## src/hdl/opc_pkg.sv

```systemverilog
// Package for the output port control block: register map, field layout,
// reset values and the carrier types shared by the top and its pin stage.
// Assumes one system clock and byte-wide register accesses.
`default_nettype none

package opc_pkg;

  // ----------------------------------------------------------------------
  // Register map
  // ----------------------------------------------------------------------
  localparam int unsigned ADDR_W            = 24;
  localparam logic [23:0] ADDR_FLOAT_GRP_A  = 24'h00ff70;
  localparam logic [23:0] ADDR_FLOAT_GRP_B  = 24'h00ff71;
  localparam logic [23:0] ADDR_FLOAT_GRP_C  = 24'h00ff72;
  localparam logic [23:0] ADDR_OUT_SERIES0  = 24'h00ff73;
  localparam logic [23:0] ADDR_OUT_SERIES1  = 24'h00ff74;
  localparam logic [23:0] ADDR_OUT_SERIES2  = 24'h00ff75;
  localparam logic [23:0] ADDR_OUT_SERIES3  = 24'h00ff76;
  localparam int unsigned NUM_REGS          = 7;

  // ----------------------------------------------------------------------
  // Field layout
  // ----------------------------------------------------------------------
  localparam int unsigned FLOAT_S0_LOW      = 0;
  localparam int unsigned FLOAT_S0_HIGH     = 1;
  localparam int unsigned FLOAT_S1_LOW      = 2;
  localparam int unsigned FLOAT_S1_HIGH     = 3;
  localparam int unsigned PINS_S0           = 8;
  localparam int unsigned PINS_S1           = 8;
  localparam int unsigned PINS_S2           = 6;
  localparam int unsigned PINS_S3           = 4;
  localparam int unsigned NUM_PINS          = 26;

  // ----------------------------------------------------------------------
  // Reset values: unused bits are plain storage that reset to zero
  // ----------------------------------------------------------------------
  localparam logic [7:0]  RST_FLOAT         = 8'h00;
  localparam logic [7:0]  RST_OUT_S0        = 8'hff;
  localparam logic [7:0]  RST_OUT_S1        = 8'hff;
  localparam logic [7:0]  RST_OUT_S2        = 8'h3f;
  localparam logic [7:0]  RST_OUT_S3        = 8'h0f;
  localparam logic [7:0]  RD_UNMAPPED       = 8'h00;

  // ----------------------------------------------------------------------
  // Carriers
  // ----------------------------------------------------------------------
  typedef struct packed {
    logic              wr;
    logic              rd;
    logic [ADDR_W-1:0] addr;
    logic [7:0]        wdata;
  } opc_bus_req_t;

  typedef struct packed {
    logic [NUM_PINS-1:0] level;
    logic [NUM_PINS-1:0] drive;
  } opc_pins_t;

  typedef struct packed {
    logic [PINS_S3-1:0] s3;
    logic [PINS_S2-1:0] s2;
    logic [PINS_S1-1:0] s1;
    logic [PINS_S0-1:0] s0;
  } opc_pinvec_t;

endpackage

`default_nettype wire

```

## src/hdl/opc_pin_stage.sv

```systemverilog
// Pin stage: turns float-control and data bits into per-pin level/enable.
// Assumes the register bytes arrive already reset and stable per clock.
`default_nettype none

module opc_pin_stage
  import opc_pkg::*;
(
  input  wire logic        i_clk,
  input  wire logic        i_rst_n,
  input  wire logic        i_ce,
  input  wire logic [7:0]  i_float_a,
  input  wire logic [7:0]  i_float_b,
  input  wire logic [7:0]  i_float_c,
  input  wire logic [7:0]  i_out_s0,
  input  wire logic [7:0]  i_out_s1,
  input  wire logic [7:0]  i_out_s2,
  input  wire logic [7:0]  i_out_s3,
  input  wire logic [3:0]  i_bus_pins,
  output var opc_pins_t    o_pins
);

  // ----------------------------------------------------------------------
  // Float expansion
  // ----------------------------------------------------------------------
  opc_pinvec_t float_vec;
  opc_pinvec_t data_vec;
  logic [NUM_PINS-1:0] bus_mask;

  always_comb begin
    float_vec.s0 = {{4{i_float_a[FLOAT_S0_HIGH]}}, {4{i_float_a[FLOAT_S0_LOW]}}};
    float_vec.s1 = {{4{i_float_a[FLOAT_S1_HIGH]}}, {4{i_float_a[FLOAT_S1_LOW]}}};
    float_vec.s2 = i_float_b[PINS_S2-1:0];
    float_vec.s3 = i_float_c[PINS_S3-1:0];
    data_vec.s0  = i_out_s0;
    data_vec.s1  = i_out_s1;
    data_vec.s2  = i_out_s2[PINS_S2-1:0];
    data_vec.s3  = i_out_s3[PINS_S3-1:0];
  end

  // Pins given to the bus function stop driving at the next enabled edge; reset still drives all pins
  assign bus_mask = {{PINS_S3{i_bus_pins[3]}}, {PINS_S2{i_bus_pins[2]}},
                     {PINS_S1{i_bus_pins[1]}}, {PINS_S0{i_bus_pins[0]}}};

  // ----------------------------------------------------------------------
  // Registered pin drivers
  // ----------------------------------------------------------------------
  // Level follows data even while floating, so release shows current data
  always_ff @(posedge i_clk or negedge i_rst_n) begin
    if (!i_rst_n) begin
      o_pins.level <= '1;
      o_pins.drive <= '1;
    end else if (i_ce) begin
      o_pins.level <= data_vec;
      o_pins.drive <= ~float_vec & ~bus_mask;
    end
  end

endmodule

`default_nettype wire

```

## src/hdl/opc_top.sv

```systemverilog
// Output port control: 26 output pins with data and float-control bytes.
// Assumes a byte register port in the system clock domain; the pins'
// three-state wiring is resolved outside from level and enable.
//
// Functional notes
// One float bit per four pins of series 0 and 1, bits 0-3 of 00FF70.
// Individual float bits for pins 20-25, bits 0-5 of 00FF71.
// Individual float bits for pins 30-33, bits 0-3 of 00FF72.
// Float bit 1 puts its pins in high impedance; 0 drives them.
// Float bits are writable and read back the value written.
// Reset clears every float bit so all pins drive.
// Data for pins 0-7 at 00FF73 and 10-17 at 00FF74.
// Data for pins 20-25 in bits 0-5 of 00FF75.
// Data for pins 30-33 in bits 0-3 of 00FF76.
// Driving pin outputs high for data 1, low for 0; reads back.
// Reset sets every data bit to 1.
// Unused bits are plain storage, reset to 0, no pin effect.
// Data bits of bus-assigned pins stay storage without pin effect.
// Float bits of bus-assigned pins stay storage in expansion mode.
// Leaving high impedance shows the current data bit at once.
// Writes reach the pins at the clock edge after the write.
`default_nettype none

module opc_top
  import opc_pkg::*;
(
  input  wire logic                I_CLK,
  input  wire logic                I_RST_N,
  input  wire logic                I_CE,
  input  wire logic [ADDR_W-1:0]   I_ADDR,
  input  wire logic [7:0]          I_WDATA,
  input  wire logic                I_WR,
  input  wire logic                I_RD,
  input  wire logic [3:0]          I_BUS_PINS,
  output logic      [7:0]          O_RDATA,
  output logic      [NUM_PINS-1:0] O_PIN_OUT,
  output logic      [NUM_PINS-1:0] O_PIN_OE
);

  // ----------------------------------------------------------------------
  // Reset release
  // ----------------------------------------------------------------------
  logic rst_meta;
  logic rst_n;

  always_ff @(posedge I_CLK or negedge I_RST_N) begin
    if (!I_RST_N) begin
      rst_meta <= 1'b0;
      rst_n    <= 1'b0;
    end else begin
      rst_meta <= 1'b1;
      rst_n    <= rst_meta;
    end
  end

  // ----------------------------------------------------------------------
  // Register storage
  // ----------------------------------------------------------------------
  opc_bus_req_t req;
  logic [7:0]   float_a;
  logic [7:0]   float_b;
  logic [7:0]   float_c;
  logic [7:0]   out_s0;
  logic [7:0]   out_s1;
  logic [7:0]   out_s2;
  logic [7:0]   out_s3;
  opc_pins_t    pins;

  assign req = '{wr: I_WR, rd: I_RD, addr: I_ADDR, wdata: I_WDATA};

  function automatic logic hit(input opc_bus_req_t r, input logic [23:0] a);
    hit = r.addr == a;
  endfunction

  // Whole bytes are stored, reserved bits included, so they act as RAM
  always_ff @(posedge I_CLK or negedge rst_n) begin
    if (!rst_n) begin
      float_a <= RST_FLOAT;
      float_b <= RST_FLOAT;
      float_c <= RST_FLOAT;
    end else if (I_CE && req.wr) begin
      if (hit(req, ADDR_FLOAT_GRP_A)) begin
        float_a <= req.wdata;
      end
      if (hit(req, ADDR_FLOAT_GRP_B)) begin
        float_b <= req.wdata;
      end
      if (hit(req, ADDR_FLOAT_GRP_C)) begin
        float_c <= req.wdata;
      end
    end
  end

  always_ff @(posedge I_CLK or negedge rst_n) begin
    if (!rst_n) begin
      out_s0 <= RST_OUT_S0;
      out_s1 <= RST_OUT_S1;
      out_s2 <= RST_OUT_S2;
      out_s3 <= RST_OUT_S3;
    end else if (I_CE && req.wr) begin
      if (hit(req, ADDR_OUT_SERIES0)) begin
        out_s0 <= req.wdata;
      end
      if (hit(req, ADDR_OUT_SERIES1)) begin
        out_s1 <= req.wdata;
      end
      if (hit(req, ADDR_OUT_SERIES2)) begin
        out_s2 <= req.wdata;
      end
      if (hit(req, ADDR_OUT_SERIES3)) begin
        out_s3 <= req.wdata;
      end
    end
  end

  // ----------------------------------------------------------------------
  // Read port
  // ----------------------------------------------------------------------
  logic [7:0] next_rdata;

  always_comb begin
    unique case (req.addr)
      ADDR_FLOAT_GRP_A: next_rdata = float_a;
      ADDR_FLOAT_GRP_B: next_rdata = float_b;
      ADDR_FLOAT_GRP_C: next_rdata = float_c;
      ADDR_OUT_SERIES0: next_rdata = out_s0;
      ADDR_OUT_SERIES1: next_rdata = out_s1;
      ADDR_OUT_SERIES2: next_rdata = out_s2;
      ADDR_OUT_SERIES3: next_rdata = out_s3;
      default:          next_rdata = RD_UNMAPPED;
    endcase
  end

  // Data stands in the cycle after the read strobe; later enabled edges clear it, disabled edges hold it
  always_ff @(posedge I_CLK or negedge rst_n) begin
    if (!rst_n) begin
      O_RDATA <= 8'h00;
    end else if (I_CE) begin
      O_RDATA <= req.rd ? next_rdata : 8'h00;
    end
  end

  // ----------------------------------------------------------------------
  // Pins
  // ----------------------------------------------------------------------
  opc_pin_stage u_pins (
    .i_clk      (I_CLK),
    .i_rst_n    (rst_n),
    .i_ce       (I_CE),
    .i_float_a  (float_a),
    .i_float_b  (float_b),
    .i_float_c  (float_c),
    .i_out_s0   (out_s0),
    .i_out_s1   (out_s1),
    .i_out_s2   (out_s2),
    .i_out_s3   (out_s3),
    .i_bus_pins (I_BUS_PINS),
    .o_pins     (pins)
  );

  assign O_PIN_OUT = pins.level;
  assign O_PIN_OE  = pins.drive;

endmodule

`default_nettype wire

```

## config.mk

```make
export PLATFORM = sky130hd
export DESIGN_NAME = opc_top
export DESIGN_NICKNAME = d
export VERILOG_FILES = /design/src/hdl/opc_pkg.sv /design/src/hdl/opc_pin_stage.sv /design/src/hdl/opc_top.sv
export SDC_FILE = /design/constraint.sdc
export NUM_CORES = 1
export LEC_CHECK = 0
export ABC_AREA = 1
export BUFFER_PORTS_ARGS = -buffer_cell sky130_fd_sc_hd__buf_2
export CAP_MARGIN = 0
export CELL_PAD_IN_SITES_DETAIL_PLACEMENT = 2
export CELL_PAD_IN_SITES_GLOBAL_PLACEMENT = 2
export CORE_ASPECT_RATIO = 1.2
export CORE_MARGIN = 2
export CORE_UTILIZATION = 32
export DETAILED_ROUTE_END_ITERATION = 10
export PLACE_DENSITY = 0.85
export SYNTH_ARGS = -nofsm -noshare
export SYNTH_HDL_FRONTEND = slang
export SYNTH_SLANG_ARGS = --single-unit
```

## constraint.sdc

```tcl
create_clock -name I_CLK -period 3.4 [get_ports I_CLK]
set_input_delay 0 -clock I_CLK [delete_from_list [all_inputs] [get_ports I_CLK]]
set_output_delay 0 -clock I_CLK [all_outputs]
set_load 0.05 [all_outputs]
```

# Word level (Yosys, flattened, before mapping)
# Cells that the tools add are included.
# word_totals
ramBits	0
reg_bits	118
mem_count	0
mem_bits_ro	0
output_inout_bits	60
elab_cells	32
latchBits	0
inputBits	41
# op_classes
add_sub_neg	0
n_reduce_logical	8
shift	0
mul	0
bitwise_logic	3
eq_ne	7
mux	2
n_lt_le_gt_ge	0
div_mod_pow	0
# op_table
op	n
== test 24 x 16 -> 1 bit, second input constant	7
case mux 8 bit (7 select lines)	1
NOT 26 bit	2
bitwise AND 26 bit	1
AND reduction 2 bit	7
two-way mux 8 bit	1
logical AND 1 bit	1

# Longest topological paths before layout
# depth
ltp_word	3
mapped_depth	12
ltp_nobuf	11

# Hierarchy
# Synthesis repeated with hierarchy kept, for this count alone.
# hier_totals
cells_unflattened	570
hier_area_um2	5351.4
# by_module_without_submodules
module	area_each_um2	seq_area_each_um2	cells_each	instances
opc_top	3612.2	1684.1	374	1
opc_pin_stage	1739.2	1051.0	196	1

# Worst setup path before layout
# Ideal clock, no wire load.
# synth_timing
path_type	input to register
start	input port I_ADDR[19]
end	register O_RDATA[0]
setup_time_ns	0.066
arrival_time_ns	1.050
path_stages	12
required_ns	3.334
path_buffers	1
path_slack_ns	2.284
path_cell_list	nor2_1 -> nand2_1 -> inv_2 -> nand2_1 -> nor2_4 -> buf_6 -> o21ai_1 -> nand2_1 -> nor2_1 -> nor2_4 -> nand2_1 -> nand2_1
# synth_via
elab_chain_cells	3
word_cells_on_any_way	9
cone_classes	eq/ne (7); mux (2)
# synth_rtl
item	line_no	text
start, declared	opc_top.sv:30	input wire logic [ADDR_W-1:0] I_ADDR,
== test 24 x 16 -> 1 bit	opc_top.sv:122	unique case (req.addr)
case mux 8 bit (7 select lines) *	opc_top.sv:122	
two-way mux 8 bit *	opc_top.sv:139	O_RDATA <= req.rd ? next_rdata : 8'h00;
end signal, assigned	opc_top.sv:139	
end, declared	opc_top.sv:35	output logic [7:0] O_RDATA,
# Mark *: on every way between the ends. The rest lies on a longest branch, timed or not.
# A chain may end at the register's enable or synchronous reset.

# Final worst setup path
# layout_timing
start	input port I_ADDR[21]
end	register out_s3[3]
# layout_via
elab_chain_cells	2
# layout_rtl
item	line_no	text
== test 24 x 16 -> 1 bit	opc_top.sv:72	hit = r.addr == a;
AND reduction 2 bit (no source line)	-	
end signal, assigned	opc_top.sv:111	out_s3 <= req.wdata;
end, declared	opc_top.sv:66	logic [7:0] out_s3;
# Every way passes these cells.

==> impl_metrics.py <==
metrics = {
    "routing": {
        "antenna_left": 0,
        "dr.pass1.iters": 4,
        "drt_iter0_markers": 256,
        "route.detailed.wl_per_inst_um": 18.3,
        "drc_errors": 0,
        "vias": 4323,
        "routed_via_density": 4.96,
        "routed_wl_mm": 15.9,
    },
    "synth": {
        "syn_avg_cell_area_um2": 8.46,
        "synth.area.top_cells": "dfstp_2, dfrtp_1, nand2_1",
        "synth_most_common_cell": "nand2_1",
        "ys_warn_count": 0,
        "postSynth.asyncResetShare": 1.00,
        "ys_top_cells_by_count": "nand2_1, dfstp_2, nand3_1, o21ai_0, dfrtp_1",
        "synth.distinct_cells": 21,
        "synth_area_um2": 4900,
        "yosysTopAreaCellShare": 0.354,
        "synth_sequential_area_ratio": 0.558,
        "ys_seq_elements": 106,
        "syn_nets": 620,
        "yosys.area.top_type": "dfstp_2",
        "synth_ff_type": "dfstp_2",
        "synth_edf_count": 0,
        "synthCells": 579,
    },
    "power": {
        "cellPowerDensity_nw_per_um2": 442,
        "p_switching_mw": 0.704,
        "max-vdd-ir-drop_v": 0.000207,
        "switching_share": 0.273,
        "p_total_mw": 2.58,
        "p_leak_nw": 2.82,
        "power_frac_seq": 0.513,
        "p_int_mw": 1.87,
        "p_comb_frac": 0.091,
        "clockPowerShare": 0.396,
    },
    "sta": {
        "setup_tns_ns": 0,
        "layout_min_cycle_time_ns": 1.89,
        "finalClockSkew_ns": 0.0114,
        "finalSetupViolations": 0,
        "rsz0062_at_grt": "no",
        "final_hold_viol_count": 0,
        "tightestPinTransition_ns": 1.18,
        "post-route-period-util": 0.557,
        "max_freq_mhz": 528,
        "slew_headroom": 0.214,
        "slew_viol_final": 0,
        "setup_ws_ns": 1.51,
    },
    "run": {
        "maxCapViolations": 0,
    },
    "clock_network": {
        "numCtsBuffers": 9,
        "cts_sinks": 106,
        "cts_max_level": 3,
        "cts_tree": "done",
        "cts_max_path_buffers": 2,
        "clkLatencyLatePin_ns": 0.35,
        "post_cts_resized": 0,
        "cts.reportedPaths.clkPinSlew_ns": 0.07,
        "clock-root-buffer": "clkbuf_16",
    },
    "finish": {
        "antenna_cells_inserted": 0,
        "drive_gt1_frac": 0.305,
        "final_util": 0.389,
        "fin_nets": 704,
        "area_delta_synth_final_pct": 18.8,
        "final_cells": 872,
    },
    "setup_path": {
        "critPathKind": "in -> reg",
        "critPathArrivalTime_ns": 2.14,
        "crit_path_start_kind": "primary input",
        "cp.required_ns": 3.65,
        "r2r_end": "u_pins.o_pins[29]",
        "r2r_start": "rst_n",
        "rr_worst_depth": 1,
        "crit_fanout": 45,
        "end_kind": "register",
        "setup.reg_to_reg.worst_slack_ns": 1.90,
    },
    "place": {
        "port_buffers": 100,
        "gp_congestion": 0.841,
        "dpl.cell_count": 850,
        "place_ws_ns": 1.14,
        "hpwl_mm": 11.3,
    },
    "worst_hold_path": {
        "hold_path.class": "in -> reg",
        "min_from": "I_WDATA[5]",
        "min_path_cells": 3,
        "min_to": "float_a[5]",
    },
    "global_route": {
        "grt_pass1_wl_mm": 25.9,
        "grt_util_all_layers": 0.206,
        "overflow": 0,
        "grt_pass1_vias": 4776,
        "grt_antenna_before_repair": 0,
        "grt_start_max_net_pins": 91,
    },
    "floorplanning": {
        "rows": 49,
        "dieArea_um2": 16300,
        "floorplan.initialDensity": 0.328,
        "core_area_um2": 15000,
        "die_y_um": 140,
        "top_level_ports": 101,
        "die_x_um": 117,
    },
    "outcome": {
        "run_status": "finished clean",
    },
}
-- how the worst max path moves through the flow --
stage / start / end / slack, ns / depth (start not counted)
after detailed placement: I_ADDR[21] / out_s3[3] / 1.14 / 8
after global placement: I_ADDR[19] / O_RDATA[6] / 1.40 / 12
after global routing: I_ADDR[19] / O_RDATA[1] / 1.19 / 12
after CTS: I_ADDR[21] / O_RDATA[1] / 1.47 / 12
final: I_ADDR[21] / out_s3[3] / 1.51 / 8
after floorplan: rst_n / O_RDATA[0] / 0.34 / 0
-- logic make-up (layout without fill, tap and decap cells) --
| group | count (synthesis) | count (layout) | share of synthesized area |
|---|---|---|---|
| simple gates | 336 | 336 | 0.299 |
| flops | 106 | 106 | 0.558 |
| compound gates | 72 | 72 | 0.0807 |
| buf+inv | 64 | 153 | 0.0610 |
| other cells | 1 | 1 | 0.000765 |
-- per-layer routing --
metal,up-vias,GRT usage,share of wire
li1,2016,-,-
met5,-,0,0
met3,21,0.0244,0.024
met1,2215,0.262,0.43
met4,0,0.0582,0.018
met2,71,0.364,0.52
-- cells in the final DEF (no fill, tap or decap) --
cell type      netlist  layout
nand2_1            227     227
buf_2                5     100
dfstp_2             66      66
o21ai_0             42      42
nand3_1             42      42
dfrtp_1             40      39
nor2_1              36      36
inv_1               28      28
o21ai_1             16      16
o31ai_1             14      14
nand4_1             11      11
clkbuf_16            0       9
nor2_4               8       8
dlygate4sd3_1        0       6
nand3_2              5       5
nor2_2               4       4
inv_6                0       3
inv_2                2       2
nand4_2              2       2
clkbuf_1            16       2
nand2_4              1       1
clkinvlp_4           0       1
clkbuf_8             0       1
buf_4               12       1
conb_1               1       1
dfrtp_4              0       1
-- per-stage QoR --
stage / instance area, um^2 / hold slack (ns)
after detailed placement: 5480 / -0.210
after global placement: 5480 / -0.214
after CTS: 5820 / 0.0794
after floorplan: 4900 / -0.296
final: 5820 / 0.0803
after global routing: 5820 / 0.105
-- critical path: stages --
cell and delay [ns]:
buf_2 0.10, nor2_1 0.11, nand2_1 0.10, inv_1 0.06
nand2_1 0.08, nor2_4 0.78, nand3_2 0.51, o21ai_0 0.39
-- flip-flops by register name, summed over array words and instances, names as in the netlist --
| signal | flops |
|---|---|
| float_a | 8 |
| out_s2 | 8 |
| float_c | 8 |
| rst_n | 1 |
| O_RDATA | 8 |
| u_pins.o_pins | 40 |
| rst_meta | 1 |
| out_s0 | 8 |
| out_s1 | 8 |
| out_s3 | 8 |
| float_b | 8 |
-- area by class of cell --
| cell class | count | area [um^2] |
|---|---|---|
| fill | 1732 | 9140 |
| sequential | 106 | 2740 |
| multi-input combinational | 409 | 1870 |
| timing repair buffer | 107 | 568 |
| tap | 204 | 255 |
| clock buffer | 12 | 246 |
| inverter | 30 | 113 |
| clock inverter | 4 | 33.8 |
-- power groups by stage --
stage / registers (mW) / clock network (mW) / logic, mW
floorplan: 1.39 / 0 / 0.115
global placement: 1.34 / 0 / 0.226
detailed placement: 1.35 / 0 / 0.233
CTS: 1.32 / 1.03 / 0.239
global route: 1.33 / 1.09 / 0.252
finish: 1.32 / 1.02 / 0.235
-- repair_timing --
item	4_1_cts	5_1_grt
endpoints found under the hold margin	16	0
buffers inserted	0	0
hold buffers	6	0
Note: power is estimated with default switching activity, not from simulation.
